--- config.mk ---
export PLATFORM = sky130hd
export DESIGN_NAME = dhb_host_bus
export DESIGN_NICKNAME = d
export VERILOG_FILES = /design/src/logic/dhb_switch_sample.v /design/src/logic/dhb_host_bus.v
export VERILOG_INCLUDE_DIRS = /design/src /design/src/shared
export SDC_FILE = /design/constraint.sdc
export NUM_CORES = 1
export LEC_CHECK = 0
export ABC_AREA = 1
export BUFFER_PORTS_ARGS = -buffer_cell sky130_fd_sc_hd__buf_2
export CORE_MARGIN = 1
export CORE_UTILIZATION = 40
export CTS_CLUSTER_DIAMETER = 100
export DETAILED_ROUTE_END_ITERATION = 10
export PLACE_DENSITY = 0.61
export SYNTH_ARGS = -nofsm -noshare
export SYNTH_HDL_FRONTEND = slang
export SYNTH_HIERARCHICAL = 1
export SYNTH_SLANG_ARGS = --single-unit
--- constraint.sdc ---
create_clock -name mclk -period 4 [get_ports mclk]
set_clock_uncertainty 0.05 [all_clocks]
set_input_delay 0.8 -clock mclk [delete_from_list [all_inputs] [get_ports mclk]]
set_output_delay 0.8 -clock mclk [all_outputs]
set_load 0.02 [all_outputs]
--- src/shared/dhb_map.vh ---
// Port addresses, register indices, field positions and reset values of the host bus block
`ifndef DHB_MAP_VH
`define DHB_MAP_VH
`define DHB_IO_PAL_FIRST 16'h03C6
`define DHB_IO_PAL_LAST 16'h03C9
`define DHB_IO_PAL_STATE 16'h03C7
`define DHB_IO_ATTR 16'h03C0
`define DHB_IO_ATTR_RD 16'h03C1
`define DHB_IO_SEQ_IDX 16'h03C4
`define DHB_IO_SEQ_DAT 16'h03C5
`define DHB_IO_CRT_IDX 16'h03D4
`define DHB_IO_CRT_DAT 16'h03D5
`define DHB_IO_EXT_IDX 16'h03D6
`define DHB_IO_EXT_DAT 16'h03D7
`define DHB_IO_SETUP_PORT 16'h46E8
`define DHB_IO_CFG_FIRST 16'h0100
`define DHB_IO_CFG_LAST 16'h0104
`define DHB_IO_CFG_ID0 16'h0100
`define DHB_IO_CFG_ID1 16'h0101
`define DHB_IO_CFG_ENABLE 16'h0102
`define DHB_SEQ_CLK_MODE 8'h01
`define DHB_CRT_CAPT_HI 8'h10
`define DHB_CRT_CAPT_LO 8'h11
`define DHB_EXT_SWITCH 8'h01
`define DHB_EXT_GP_A 8'h08
`define DHB_EXT_GP_B 8'h09
`define DHB_EXT_EMUL 8'h14
`define DHB_EXT_WPROT 8'h15
`define DHB_EXT_TRAP_EN 8'h16
`define DHB_EXT_TRAP_ST 8'h17
`define DHB_EXT_DEF_VID 8'h2B
`define DHB_SEQ_BLANK_BIT 5
`define DHB_SETUP_BIT 4
`define DHB_ENABLE_BIT 0
`define DHB_EMU_FRAME_EN 0
`define DHB_EMU_FRAME_CLR 1
`define DHB_EMU_PANEL_LUT 4
`define DHB_EMU_WIDE_MEM 5
`define DHB_EMU_FAST_OFF 6
`define DHB_EMU_IRQ_MODE 7
`define DHB_WP_SEQ 0
`define DHB_WP_ATTR 1
`define DHB_WP_CRT 2
`define DHB_GP_NORMAL 2'h0
`define DHB_GP_FLOAT 2'h1
`define DHB_GP_LOW 2'h2
`define DHB_GP_HIGH 2'h3
`define DHB_MEM_WIN 3'h1
`define DHB_ROM_WIN 3'h4
`define DHB_RST_BYTE 8'h00
`define DHB_RST_LUT 6'h00
`define DHB_LUT_DEPTH 16
`define DHB_LUT_W 6
`endif

--- src/logic/dhb_switch_sample.v ---
// Switch input register: samples the seven multiplexed switch lines on a CPU read
`timescale 1ns/10ps
`include "dhb_map.vh"
module dhb_switch_sample (
	input wire mclk,
	input wire nrst,
	input wire ce,
	input wire sample,
	input wire [2:0] a_upper,
	input wire bhe_n,
	input wire high_address_decode_in,
	input wire aen_mio,
	input wire rfsh_enab,
	output reg [7:0] switch_q
);
	always @(posedge mclk or negedge nrst) begin
		if (!nrst) begin
			switch_q <= `DHB_RST_BYTE;
		end else if (ce && sample) begin
			// Bit 7 has no switch behind it and reads zero
			switch_q <= {1'b0, rfsh_enab, aen_mio, high_address_decode_in, bhe_n, a_upper};
		end
	end
endmodule

--- src/logic/dhb_host_bus.v ---
// Host bus interface and system functions of the display controller
`timescale 1ns/10ps
`include "dhb_map.vh"
module dhb_host_bus #(
	parameter [7:0] ID_LOW = 8'h5A,
	parameter [7:0] ID_HIGH = 8'hA5,
	parameter TRAP_W = 8
) (
	input wire mclk,
	input wire nrst,
	input wire ce,
	input wire mca_mode,
	input wire [15:0] ad_in,
	input wire [2:0] a_upper,
	input wire bhe_n,
	input wire high_address_decode_in,
	input wire aen_mio,
	input wire memw_n,
	input wire memr_n,
	input wire iowr_n,
	input wire iord_n,
	input wire rfsh_enab,
	input wire power_down_pin_one,
	output reg [7:0] data_out,
	output reg data_oe_n,
	output reg address_phase_enable_n,
	output reg wide_io_fast_out,
	output reg wide_io_fast_oe_n,
	output reg ready_out,
	output reg ready_oe_n,
	output reg wide_memory_enable_n,
	output reg setup_card_select_n,
	output reg bios_rom_select_n,
	output reg palette_read_strobe_n,
	output reg palette_write_strobe_n,
	output reg irq_out,
	output reg irq_oe_n,
	output reg trap_pin_out,
	output reg trap_pin_oe_n,
	output reg spare_output_b,
	output reg spare_output_b_oe_n,
	input wire spare_normal_b,
	input wire mem_busy,
	input wire vsync,
	input wire frame_end,
	input wire legacy_mode,
	input wire [15:0] display_addr,
	input wire [TRAP_W-1:0] trap_cond,
	input wire blank_n,
	input wire [3:0] pixel_index,
	input wire panel_mode,
	input wire analog_crt,
	output reg [5:0] video_q,
	output reg screen_blank_q,
	output wire use_ext_palette
);
	reg [15:0] ad_s1, ad_s2, ad_q;
	reg [2:0] au_s1, au_s2, au_q;
	reg [8:0] pin_s1, pin_s2;
	reg bhe_q, high_address_decode_in_q, aen_q, cmd_q;
	reg [7:0] seq_idx_q, seq_clk_q, crt_idx_q, ext_idx_q;
	reg [7:0] gp_a_q, gp_b_q, emul_q, wprot_q, def_vid_q, setup_port_q, enable_q;
	reg [TRAP_W-1:0] trap_en_q, trap_st_q;
	reg [15:0] capt_q;
	reg [5:0] lut_q [0:`DHB_LUT_DEPTH-1];
	reg [3:0] attr_idx_q;
	reg attr_data_q, vsync_q, frame_pend_q, hit_q, io_q, wr_q, sw_q;
	wire [7:0] switch_q;
	integer i;

	// Synchronised pin levels
	wire s_bhe_n = pin_s2[0];
	wire s_high_address_decode_in = pin_s2[1];
	wire s_aen = pin_s2[2];
	wire s_memw_n = pin_s2[3];
	wire s_memr_n = pin_s2[4];
	wire s_iowr_n = pin_s2[5];
	wire s_iord_n = pin_s2[6];
	wire s_rfsh = pin_s2[7];
	wire s_pwrdn = pin_s2[8];

	// Returns {output enable low active, level} for one general-purpose pin
	function [1:0] gp_drive;
		input [1:0] cfg;
		input normal;
		begin
			case (cfg)
				`DHB_GP_FLOAT: gp_drive = 2'b10;
				`DHB_GP_LOW: gp_drive = 2'b00;
				`DHB_GP_HIGH: gp_drive = 2'b01;
				default: gp_drive = {1'b0, normal};
			endcase
		end
	endfunction

	function in_range;
		input [15:0] a;
		input [15:0] lo;
		input [15:0] hi;
		begin
			in_range = (a >= lo) && (a <= hi);
		end
	endfunction

	// Command activity, type and decode, all from synchronised levels
	wire pc_active = ~s_memw_n | ~s_memr_n | ~s_iowr_n | ~s_iord_n;
	wire active = mca_mode ? ~s_iord_n : pc_active;
	wire is_write = mca_mode ? ~s_memw_n : (~s_memw_n | ~s_iowr_n);
	wire is_io = mca_mode ? ~aen_q : (~s_iowr_n | ~s_iord_n);
	wire mca_setup = mca_mode & ~s_iowr_n;
	wire setup_mode = mca_mode ? mca_setup : setup_port_q[`DHB_SETUP_BIT];
	wire card_on = enable_q[`DHB_ENABLE_BIT];
	wire cfg_hit = in_range(ad_q, `DHB_IO_CFG_FIRST, `DHB_IO_CFG_LAST);
	wire io_valid = mca_mode ? s_rfsh : ~aen_q;
	wire mem_valid = s_rfsh & high_address_decode_in_q;
	wire [2:0] mem_win_code = `DHB_MEM_WIN;
	wire mem_win = (au_q[2:1] == mem_win_code[1:0]);
	wire rom_win = (au_q == `DHB_ROM_WIN) & ~ad_q[15];
	wire pal_hit = in_range(ad_q, `DHB_IO_PAL_FIRST, `DHB_IO_PAL_LAST);
	// Setup mode shuts off everything except the configuration ports
	wire io_hit = is_io & io_valid &
		(setup_mode ? cfg_hit : (card_on & ~cfg_hit));
	wire mem_hit = ~is_io & mem_valid & mem_win & card_on & ~setup_mode;
	wire setup_wr = ~mca_mode & ~s_iowr_n & ~aen_q & (ad_q == `DHB_IO_SETUP_PORT);
	wire start = active & ~cmd_q;
	wire io_wr = start & io_hit & is_write;
	wire io_rd = start & io_hit & ~is_write;
	wire sw_read = io_rd & (ad_q == `DHB_IO_EXT_DAT) & (ext_idx_q == `DHB_EXT_SWITCH);
	wire [7:0] wdat = ad_s2[7:0];
	assign use_ext_palette = analog_crt & ~panel_mode;

	dhb_switch_sample u_switch (
		.mclk(mclk),
		.nrst(nrst),
		.ce(ce),
		.sample(sw_read),
		.a_upper(au_s2),
		.bhe_n(s_bhe_n),
		.high_address_decode_in(s_high_address_decode_in),
		.aen_mio(s_aen),
		.rfsh_enab(s_rfsh),
		.switch_q(switch_q)
	);

	// Read mux; a switch read is corrected one edge later from the sampled register
	reg [7:0] rd_d;
	always @* begin
		rd_d = `DHB_RST_BYTE;
		if (ad_q == `DHB_IO_CFG_ID0) begin
			rd_d = ID_LOW;
		end else if (ad_q == `DHB_IO_CFG_ID1) begin
			rd_d = ID_HIGH;
		end else if (ad_q == `DHB_IO_CFG_ENABLE) begin
			rd_d = enable_q;
		end else if (ad_q == `DHB_IO_SEQ_IDX) begin
			rd_d = seq_idx_q;
		end else if (ad_q == `DHB_IO_SEQ_DAT) begin
			rd_d = (seq_idx_q == `DHB_SEQ_CLK_MODE) ? seq_clk_q : `DHB_RST_BYTE;
		end else if (ad_q == `DHB_IO_CRT_IDX) begin
			rd_d = crt_idx_q;
		end else if (ad_q == `DHB_IO_CRT_DAT) begin
			if (crt_idx_q == `DHB_CRT_CAPT_HI)
				rd_d = capt_q[15:8];
			else if (crt_idx_q == `DHB_CRT_CAPT_LO)
				rd_d = capt_q[7:0];
		end else if (ad_q == `DHB_IO_ATTR_RD) begin
			rd_d = {2'b00, lut_q[attr_idx_q]};
		end else if (ad_q == `DHB_IO_EXT_IDX) begin
			rd_d = ext_idx_q;
		end else if (ad_q == `DHB_IO_EXT_DAT) begin
			if (ext_idx_q == `DHB_EXT_SWITCH)
				rd_d = switch_q;
			else if (ext_idx_q == `DHB_EXT_GP_A)
				rd_d = gp_a_q;
			else if (ext_idx_q == `DHB_EXT_GP_B)
				rd_d = gp_b_q;
			else if (ext_idx_q == `DHB_EXT_EMUL)
				rd_d = emul_q;
			else if (ext_idx_q == `DHB_EXT_WPROT)
				rd_d = wprot_q;
			else if (ext_idx_q == `DHB_EXT_TRAP_EN)
				rd_d = trap_en_q[7:0];
			else if (ext_idx_q == `DHB_EXT_TRAP_ST)
				rd_d = trap_st_q[7:0];
			else if (ext_idx_q == `DHB_EXT_DEF_VID)
				rd_d = def_vid_q;
		end
	end

	// Pin synchronisers and address latch
	always @(posedge mclk or negedge nrst) begin
		if (!nrst) begin
			ad_s1 <= 16'h0000;
			ad_s2 <= 16'h0000;
			au_s1 <= 3'h0;
			au_s2 <= 3'h0;
			// Power-down idles low; resetting it high would blank the screen after reset
			pin_s1 <= 9'h0_FF;
			pin_s2 <= 9'h0_FF;
			ad_q <= 16'h0000;
			au_q <= 3'h0;
			bhe_q <= 1'b1;
			high_address_decode_in_q <= 1'b0;
			aen_q <= 1'b1;
		end else if (ce) begin
			ad_s1 <= ad_in;
			ad_s2 <= ad_s1;
			au_s1 <= a_upper;
			au_s2 <= au_s1;
			pin_s1 <= {power_down_pin_one, rfsh_enab, iord_n, iowr_n, memr_n, memw_n,
				aen_mio, high_address_decode_in, bhe_n};
			pin_s2 <= pin_s1;
			// Address, byte-high and memory/IO are held from the address phase
			if (!active) begin
				ad_q <= ad_s2;
				au_q <= au_s2;
				bhe_q <= s_bhe_n;
				high_address_decode_in_q <= s_high_address_decode_in;
				aen_q <= s_aen;
			end
		end
	end

	// Register file and events
	always @(posedge mclk or negedge nrst) begin
		if (!nrst) begin
			seq_idx_q <= `DHB_RST_BYTE;
			seq_clk_q <= `DHB_RST_BYTE;
			crt_idx_q <= `DHB_RST_BYTE;
			ext_idx_q <= `DHB_RST_BYTE;
			gp_a_q <= `DHB_RST_BYTE;
			gp_b_q <= `DHB_RST_BYTE;
			emul_q <= `DHB_RST_BYTE;
			wprot_q <= `DHB_RST_BYTE;
			def_vid_q <= `DHB_RST_BYTE;
			setup_port_q <= `DHB_RST_BYTE;
			enable_q <= `DHB_RST_BYTE;
			trap_en_q <= {TRAP_W{1'b0}};
			trap_st_q <= {TRAP_W{1'b0}};
			capt_q <= 16'h0000;
			attr_idx_q <= 4'h0;
			attr_data_q <= 1'b0;
			vsync_q <= 1'b0;
			frame_pend_q <= 1'b0;
			cmd_q <= 1'b0;
			for (i = 0; i < `DHB_LUT_DEPTH; i = i + 1)
				lut_q[i] <= `DHB_RST_LUT;
		end else if (ce) begin
			cmd_q <= active;
			vsync_q <= vsync;
			if (setup_wr && start)
				setup_port_q <= wdat;
			if (frame_end && legacy_mode)
				capt_q <= display_addr;
			if (io_wr) begin
				if (ad_q == `DHB_IO_CFG_ENABLE)
					enable_q <= wdat;
				else if (ad_q == `DHB_IO_SEQ_IDX)
					seq_idx_q <= wdat;
				else if (ad_q == `DHB_IO_SEQ_DAT) begin
					if (seq_idx_q == `DHB_SEQ_CLK_MODE && !wprot_q[`DHB_WP_SEQ])
						seq_clk_q <= wdat;
				end else if (ad_q == `DHB_IO_CRT_IDX) begin
					if (!wprot_q[`DHB_WP_CRT])
						crt_idx_q <= wdat;
				end else if (ad_q == `DHB_IO_ATTR) begin
					// One port alternates between index and data
					attr_data_q <= ~attr_data_q;
					if (!attr_data_q)
						attr_idx_q <= wdat[3:0];
					else if (!wprot_q[`DHB_WP_ATTR])
						lut_q[attr_idx_q] <= wdat[5:0];
				end else if (ad_q == `DHB_IO_EXT_IDX)
					ext_idx_q <= wdat;
				else if (ad_q == `DHB_IO_EXT_DAT) begin
					if (ext_idx_q == `DHB_EXT_GP_A)
						gp_a_q <= wdat;
					else if (ext_idx_q == `DHB_EXT_GP_B)
						gp_b_q <= wdat;
					else if (ext_idx_q == `DHB_EXT_EMUL)
						emul_q <= wdat;
					else if (ext_idx_q == `DHB_EXT_WPROT)
						wprot_q <= wdat;
					else if (ext_idx_q == `DHB_EXT_TRAP_EN)
						trap_en_q <= wdat[TRAP_W-1:0];
					else if (ext_idx_q == `DHB_EXT_DEF_VID)
						def_vid_q <= wdat;
				end
			end
			// Write-one-to-clear; a new enabled condition in the same cycle wins
			if (io_wr && ad_q == `DHB_IO_EXT_DAT && ext_idx_q == `DHB_EXT_TRAP_ST)
				trap_st_q <= (trap_st_q & ~wdat[TRAP_W-1:0]) | (trap_cond & trap_en_q);
			else
				trap_st_q <= trap_st_q | (trap_cond & trap_en_q);
			// Pending frame event; set by the sync edge wins over the clear
			if (vsync && !vsync_q && emul_q[`DHB_EMU_FRAME_EN])
				frame_pend_q <= 1'b1;
			else if (io_wr && ad_q == `DHB_IO_EXT_DAT && ext_idx_q == `DHB_EXT_EMUL &&
				wdat[`DHB_EMU_FRAME_CLR])
				frame_pend_q <= 1'b0;
		end
	end

	// Bus strobes, transceiver control and pin drivers, all registered
	reg [1:0] gp_a_drv, gp_b_drv;
	always @* begin
		gp_a_drv = gp_drive(gp_a_q[1:0], ~|trap_st_q);
		gp_b_drv = gp_drive(gp_b_q[1:0], spare_normal_b);
	end

	always @(posedge mclk or negedge nrst) begin
		if (!nrst) begin
			data_out <= `DHB_RST_BYTE;
			data_oe_n <= 1'b1;
			address_phase_enable_n <= 1'b0;
			wide_io_fast_out <= 1'b1;
			wide_io_fast_oe_n <= 1'b1;
			ready_out <= 1'b1;
			ready_oe_n <= 1'b1;
			wide_memory_enable_n <= 1'b1;
			setup_card_select_n <= 1'b1;
			bios_rom_select_n <= 1'b1;
			palette_read_strobe_n <= 1'b1;
			palette_write_strobe_n <= 1'b1;
			irq_out <= 1'b0;
			irq_oe_n <= 1'b1;
			trap_pin_out <= 1'b1;
			trap_pin_oe_n <= 1'b1;
			spare_output_b <= 1'b1;
			spare_output_b_oe_n <= 1'b1;
			video_q <= `DHB_RST_LUT;
			screen_blank_q <= 1'b0;
			hit_q <= 1'b0;
			io_q <= 1'b0;
			wr_q <= 1'b0;
			sw_q <= 1'b0;
		end else if (ce) begin
			address_phase_enable_n <= active;
			if (start) begin
				hit_q <= io_hit | mem_hit;
				io_q <= io_hit;
				wr_q <= is_write;
				if (io_rd)
					data_out <= rd_d;
			end else if (!active) begin
				hit_q <= 1'b0;
			end
			// Switch value is sampled at the start edge, so it is handed out one edge later
			sw_q <= sw_read;
			if (sw_q)
				data_out <= switch_q;
			data_oe_n <= ~(active & hit_q & io_q & ~wr_q);
			// Wait states follow the memory arbiter in memory cycles the card owns; io cycles get none
			ready_out <= ~(mem_busy & ~io_q);
			ready_oe_n <= ~(active & hit_q);
			if (mca_mode) begin
				wide_io_fast_out <= ~(mem_hit & ~emul_q[`DHB_EMU_FAST_OFF]);
				wide_io_fast_oe_n <= 1'b0;
				wide_memory_enable_n <= ~(active & hit_q & ~bhe_q);
				setup_card_select_n <= ~(active & hit_q);
			end else begin
				wide_io_fast_out <= 1'b0;
				wide_io_fast_oe_n <= ~(active & hit_q & io_q);
				wide_memory_enable_n <= ~emul_q[`DHB_EMU_WIDE_MEM];
				setup_card_select_n <= ~(setup_wr & start);
			end
			bios_rom_select_n <= ~(~mca_mode & active & ~is_io & ~is_write & mem_valid &
				rom_win & card_on & ~setup_mode);
			// The state read at 3C7h is answered internally, not by the converter
			palette_read_strobe_n <= ~(active & io_hit & ~is_write & pal_hit &
				(ad_q != `DHB_IO_PAL_STATE) & use_ext_palette);
			palette_write_strobe_n <= ~(active & io_hit & is_write & pal_hit &
				use_ext_palette);
			// PC mode 0 keeps the line floating; mode 1 drives both levels while the frame event is enabled
			if (mca_mode) begin
				irq_out <= 1'b0;
				irq_oe_n <= ~frame_pend_q;
			end else if (emul_q[`DHB_EMU_IRQ_MODE]) begin
				irq_out <= frame_pend_q;
				irq_oe_n <= ~emul_q[`DHB_EMU_FRAME_EN];
			end else begin
				irq_out <= 1'b0;
				irq_oe_n <= 1'b1;
			end
			trap_pin_out <= gp_a_drv[0];
			trap_pin_oe_n <= gp_a_drv[1];
			spare_output_b <= gp_b_drv[0];
			spare_output_b_oe_n <= gp_b_drv[1];
			screen_blank_q <= seq_clk_q[`DHB_SEQ_BLANK_BIT] | s_pwrdn;
			if (!blank_n)
				video_q <= def_vid_q[5:0];
			else if (!panel_mode || emul_q[`DHB_EMU_PANEL_LUT])
				video_q <= lut_q[pixel_index];
			else
				video_q <= {2'b00, pixel_index};
		end
	end
endmodule

* Yosys cells after proc, flatten, opt, wreduce, memory -nomap -nowiden
Index checks and enable logic that the tools add are counted.
** Operators by class
- Bitwise operators :: 101
- Reduce and logical (&&, ||, !) cells :: 43
- Multiplexer cells :: 56
- $lt $le $gt $ge :: 7
- Eq/ne operators :: 33
** Operator list (count)
- $mux W8 :: 25
- $eq A16 B10 Y1 const B :: 8
- $bwmux W96 :: 1
- $bmux W6 S4 :: 2
- $eq A16 B9 Y1 const B :: 3
- $eq A8 B5 Y1 const B :: 6
- $not A1 Y1 :: 45
- $and A1 B1 Y1 :: 42
- $mux W6 :: 7
- $demux W6 S4 :: 1
- $mux W1 :: 18
- $and A8 B8 Y8 :: 2
- $eq A16 B15 Y1 const B :: 1
- $eq A8 B1 Y1 const B :: 2
- $eq A8 B4 Y1 const B :: 2
- $ge A16 B10 Y1 const B :: 1
- $ge A16 B9 Y1 const B :: 1
- $le A16 B10 Y1 const B :: 1
- $le A16 B9 Y1 const B :: 1
- $ne A16 B10 Y1 const B :: 1
- $or A8 B8 Y8 :: 2
- $reduce_and A8 Y1 :: 2
- $reduce_and A15 Y1 :: 1
- $reduce_and A14 Y1 :: 1
- other kinds (26) :: 64
** Word-level totals
- Register bits after elaboration :: 341
- Word-level logic and storage cells :: 310

* Depth between registers and ports, before layout
- Depth after elaboration :: 22
- Mapped depth :: 19

* Modules after synthesis
The synthesis kept the hierarchy.
** Modules (own cells, without submodules)
- dhb_host_bus :: area an instance 16666.0 µm², instances 1, cells an instance 2187, sequential area each 8299.2 µm²
- dhb_switch_sample :: area an instance 290.3 µm², instances 1, cells an instance 33, sequential area each 175.2 µm²

* Worst setup path before layout
Ideal clock, no wire load.
- Kind :: input port to flip-flop
- Start point :: input port mca_mode
- End point :: register lut_q[72] (netlist name)
- Setup time :: 0.117 ns
- Buffers on the path :: 3
- Arrival time :: 2.508 ns
- Setup slack :: 1.325 ns
- Cell stages on the path :: 14
- Cell sequence :: buf_2 > o21ai_1 > inv_1 > nor2_1 > or2_1 > inv_2 > nor2_4 > nand3_4 > nor3_4 > buf_12 > nand3_4 > buf_6 > o21ai_1 > inv_1
** On the way
- Word-level cells in the longest chain between the ends :: 7
- Elaborated cells on any way between the ends :: 13
- Classes of those cells :: 6 x mux; 6 x bitwise; 1 x reduce/logical
** Ends and longest elaborated chain
- start: declaration :: line dhb_host_bus.v:12 : input wire mca_mode,
- $and A1 B1 Y1 :: line dhb_host_bus.v:110 : wire mca_setup = mca_mode & ~s_iowr_n;
- $mux W1 :: line dhb_host_bus.v:111 : wire setup_mode = mca_mode ? mca_setup : setup_port_q[`DHB_SETUP_BIT];
- $mux W1 :: line dhb_host_bus.v:122 : (setup_mode ? cfg_hit : (card_on & ~cfg_hit));
- $and A1 B1 Y1 :: line dhb_host_bus.v:121 : wire io_hit = is_io & io_valid &
- $and A1 B1 Y1 :: line dhb_host_bus.v:126 : wire io_wr = start & io_hit & is_write;
- $and A1 B1 Y1 * :: line dhb_host_bus.v:126
- $reduce_and A9 Y1 (no source line) *
- end signal: indexed assignment :: line dhb_host_bus.v:247 : lut_q[i] <= `DHB_RST_LUT;
- end signal: indexed assignment :: line dhb_host_bus.v:272 : lut_q[attr_idx_q] <= wdat[5:0];
- end: declaration :: line dhb_host_bus.v:65 : reg [5:0] lut_q [0:`DHB_LUT_DEPTH-1];
Mark *: on every way between the ends. The rest lies on a longest branch, timed or not.
A chain may end at the register's enable or synchronous reset.

* Worst setup path in the final report
- Start point :: register ad_q[11]
- End point :: register lut_q[5] (netlist name)
** On the way
- Word-level cells in the longest chain between the ends :: 9
- Elaborated cells on any way between the ends :: 19
- Classes of those cells :: 2 x order compare; 5 x eq/ne; 1 x mux; 9 x bitwise; 2 x reduce/logical
** Ends and longest elaborated chain
- start: declaration :: line dhb_host_bus.v:57 : reg [15:0] ad_s1, ad_s2, ad_q;
- start signal: assignment :: line dhb_host_bus.v:215 : ad_q <= ad_s2;
- $ge A16 B9 Y1 / $le A16 B9 Y1 (equally long branches) :: line dhb_host_bus.v:101 : in_range = (a >= lo) && (a <= hi);
- $logic_and A1 B1 Y1 :: line dhb_host_bus.v:101
- $not A1 Y1 :: line dhb_host_bus.v:122
- $and A1 B1 Y1 :: line dhb_host_bus.v:122
- $mux W1 :: line dhb_host_bus.v:122
- $and A1 B1 Y1 :: line dhb_host_bus.v:121
- $and A1 B1 Y1 (2 in a row) :: line dhb_host_bus.v:126
- $reduce_and A9 Y1 (no source line) *
Marked as above.

==> flow_summary.toml <==
[run_status]
status = "finished clean"

[clock_tree]
cts_tree = "built"
clockBufferDepth = 3
post_cts.repair.setup_buffers = 0
clkLatencyLatePin_ps = 570
cts_resized = 0
htreeDepth = 2
cts_hold_buf = 0
clk_pin_slew_ps = 60
numCtsBuffers = 40
cts.sinks = 337
cts_root_buffer = "clkbuf_16"

[min_path]
hold_class = "in2async"

[placed_design]
place_ws_ps = 726
gp_congestion = 0.929
dp_hpwl_mm = 37.3
port_buffers = 100

[cells_and_area]
n_antenna_cell = 0
areaGrowthSynthToFinish_pct = 14.1
drive_gt1_frac = 0.114
final_nets = 2352

[pwr]
p_per_area_nw_per_um2 = 441
max-vdd-ir-drop_uv = 309
p_leak_nw = 9.12
p_total_w = 0.00853

[logic_synthesis]
yosysSeqAreaShare = 0.500
synth_edf_count = 0
yosysMostFrequentCell = "nand2_1"
synthTopCellsByCount = "nand2_1 (608), inv_1 (318), dfrtp_1 (304), o21ai_0 (292), nor2_1 (134)"
synth_seq_cells = 337
ys_warn_count = 6
ys_types = 52
synth_top_area_frac = 0.449
synthFlopType = "dfrtp_1"
synth.area.top_cells = "dfrtp_1 (45%), nand2_1 (13%), o21ai_0 (8.6%), inv_1 (7.0%), dfstp_2 (5.1%)"
async_reset_ff_frac = 1.00
syn_nets = 2288
synth_area_per_cell_um2 = 7.64
postSynthCellCount = 2220
syn_area_um2 = 17000
synth_area_leader_cell = "dfrtp_1"

[sta]
setup_viol = 0
slew_headroom = 0.309
grt_setup_unrepaired = "false"
slew_viol_final = 0
tns_ps = 0
finalHoldViolations = 0
finalCriticalPeriod_ps = 3060
clock.fmax_mhz = 326
setup_ws_ps = 936
layout_worst_path_cycle_share = 0.766
worst_pin_slew_ps = 1040
hold_ws_ps = 125

[route]
drtAntennaViolNets = 0
dr.first_iter.drc_count = 1615
num_vias = 15000
met3_length_mm = 4.14
routedWlPerCell_um = 18.7
drc_errors = 0
wl_met1_mm = 23.7
wl_met2_mm = 23.5
routed.top_layer = "met5"
drt-pass1-iter-count = 6
via_per_inst = 5.27
routed_wl_mm = 53.4

[setup_path]
crit_start = "ad_q[11]$_DFFE_PN0P_"
cp_slowest_cell = "dfrtp_1"
critical_path_arrival_ps = 3470
worstPathRequired_ps = 4400
reg2reg_from = "ad_q[11]$_DFFE_PN0P_"
crit_fanout = 16
critPathKind = "reg2reg"
slowest_delay_ps = 420
startpoint_type = "flip-flop"
endpoint_kind = "flip-flop"
crit_chain = "nor2_4 -> nand2_2 -> nor2_4 -> nand2_1 -> a21oi_2 -> or2_1 -> inv_2 -> nor2_4 -> nand3_4 -> nor3_4 -> buf_4 -> nand3_1 -> o21ai_0 -> inv_1"
path_common_cell = "nor2_4"

[floorplan]
initial_utilization = 0.405
fp.dieH_um = 208
fp.dieArea_um2 = 43200
die_w_um = 208
num_io_pins = 101
num_rows = 75
coreArea_um2 = 41900

[global_routing]
grt_pass1_vias = 14600
grt_first_pass_wirelength_mm = 84.0
grt_usage = 0.251
grt_start_max_net_pins = 116
gr-total-overflow = 0
antenna_found_initial = 1

[flow_run]
max-cap-violations = 0
-- report_power, final --
| group | switching (W) | internal [W] | total, W | leakage [nW] |
|---|---|---|---|---|
| Clock | 0.00150 | 0.00248 | 0.00398 | 0.706 |
| Combinational | 0.000574 | 0.000215 | 0.000789 | 4.49 |
| Sequential | 0.000148 | 0.00362 | 0.00376 | 3.92 |
| Total | 0.00223 | 0.00631 | 0.00853 | 9.12 |
-- critical path: cells and delay by family (launching register included) --
family                 cells  cell delay [ps]
AOI/OAI and AO/OA          2              510
DFF                        1              420
and+or+nand+nor            9             1460
buffers and inverters      3              500
-- worst paths after layout --
kind	end	cells after the start	slack, ps
worst max-delay path	lut_q[5]$_DFFE_PN0P_	14	940
worst min-delay path	lut_q[11]$_DFFE_PN0P_	1	130
worst max register to register	lut_q[5]$_DFFE_PN0P_	14	940
worst min register to register	frame_pend_q$_DFFE_PN0P_	1	410
max in group asynchronous	wprot_q[1]$_DFFE_PN0P_	2	2870
min in group mclk	ready_out$_DFFE_PN1P_	2	340
-- routing by layer --
| metal | GRT usage | vias to the layer above |
|---|---|---|
| li1 | - | 7253 |
| met3 | 0.0435 | 116 |
| met5 | 0.00667 | - |
| met4 | 0.113 | 2 |
| met1 | 0.349 | 7075 |
| met2 | 0.384 | 602 |
-- state kept, by name, summed over array words and instances (netlist names), 9 cells and up --
| name | count |
|---|---|
| ad_s2 | 16 |
| ad_s1 | 16 |
| lut_q | 96 |
| pin_s2 | 9 |
| pin_s1 | 9 |
| ad_q | 16 |
| capt_q | 16 |
-- final cells by class --
type / count / area (um2)
clock buffer: 56 / 1150
clock inverter: 18 / 287
tap: 539 / 674
sequential: 337 / 8470
inverter: 331 / 1240
multi-input combinational: 1446 / 6740
timing repair buffer: 128 / 773
fill: 4205 / 22500
-- layout by cell type (no fill, tap or decap), drive strengths merged, types with 2 or more instances in the layout --
cell and count:
a21o 2, a21oi 106, a221oi 2, a31oi 10
buf 128, bufinv 7, clkbuf 56, clkinv 16
dfrtp 304, dfstp 33, inv 325, mux2 5
nand2 610, nand3 94, nand3b 3, nand4 26
nor2 140, nor3 20, nor4 9, o2111ai 6
o211ai 8, o21ai 364, o221ai 2, o22ai 23
or2 3
-- through the flow --
stage / cells / util / cell area (um2)
2_1_floorplan: 2220 / - / 17000
3_3_place_gp: 2781 / 0.428 / 17900
3_5_place_dp: 2781 / 0.428 / 17900
4_1_cts: 2855 / 0.462 / 19300
5_1_grt: 2855 / 0.462 / 19300
6_report: 2855 / 0.462 / 19300
-- logic make-up after synthesis --
| group | count (synthesis) | synth area share |
|---|---|---|
| compound gates | 532 | 0.166 |
| xor+xnor | 1 | 0.000517 |
| buf+inv | 437 | 0.103 |
| flops | 337 | 0.500 |
| mux | 5 | 0.00332 |
| other cells | 1 | 0.000221 |
| simple gates | 907 | 0.228 |
No activity file was read; power rests on OpenSTA's default activity.
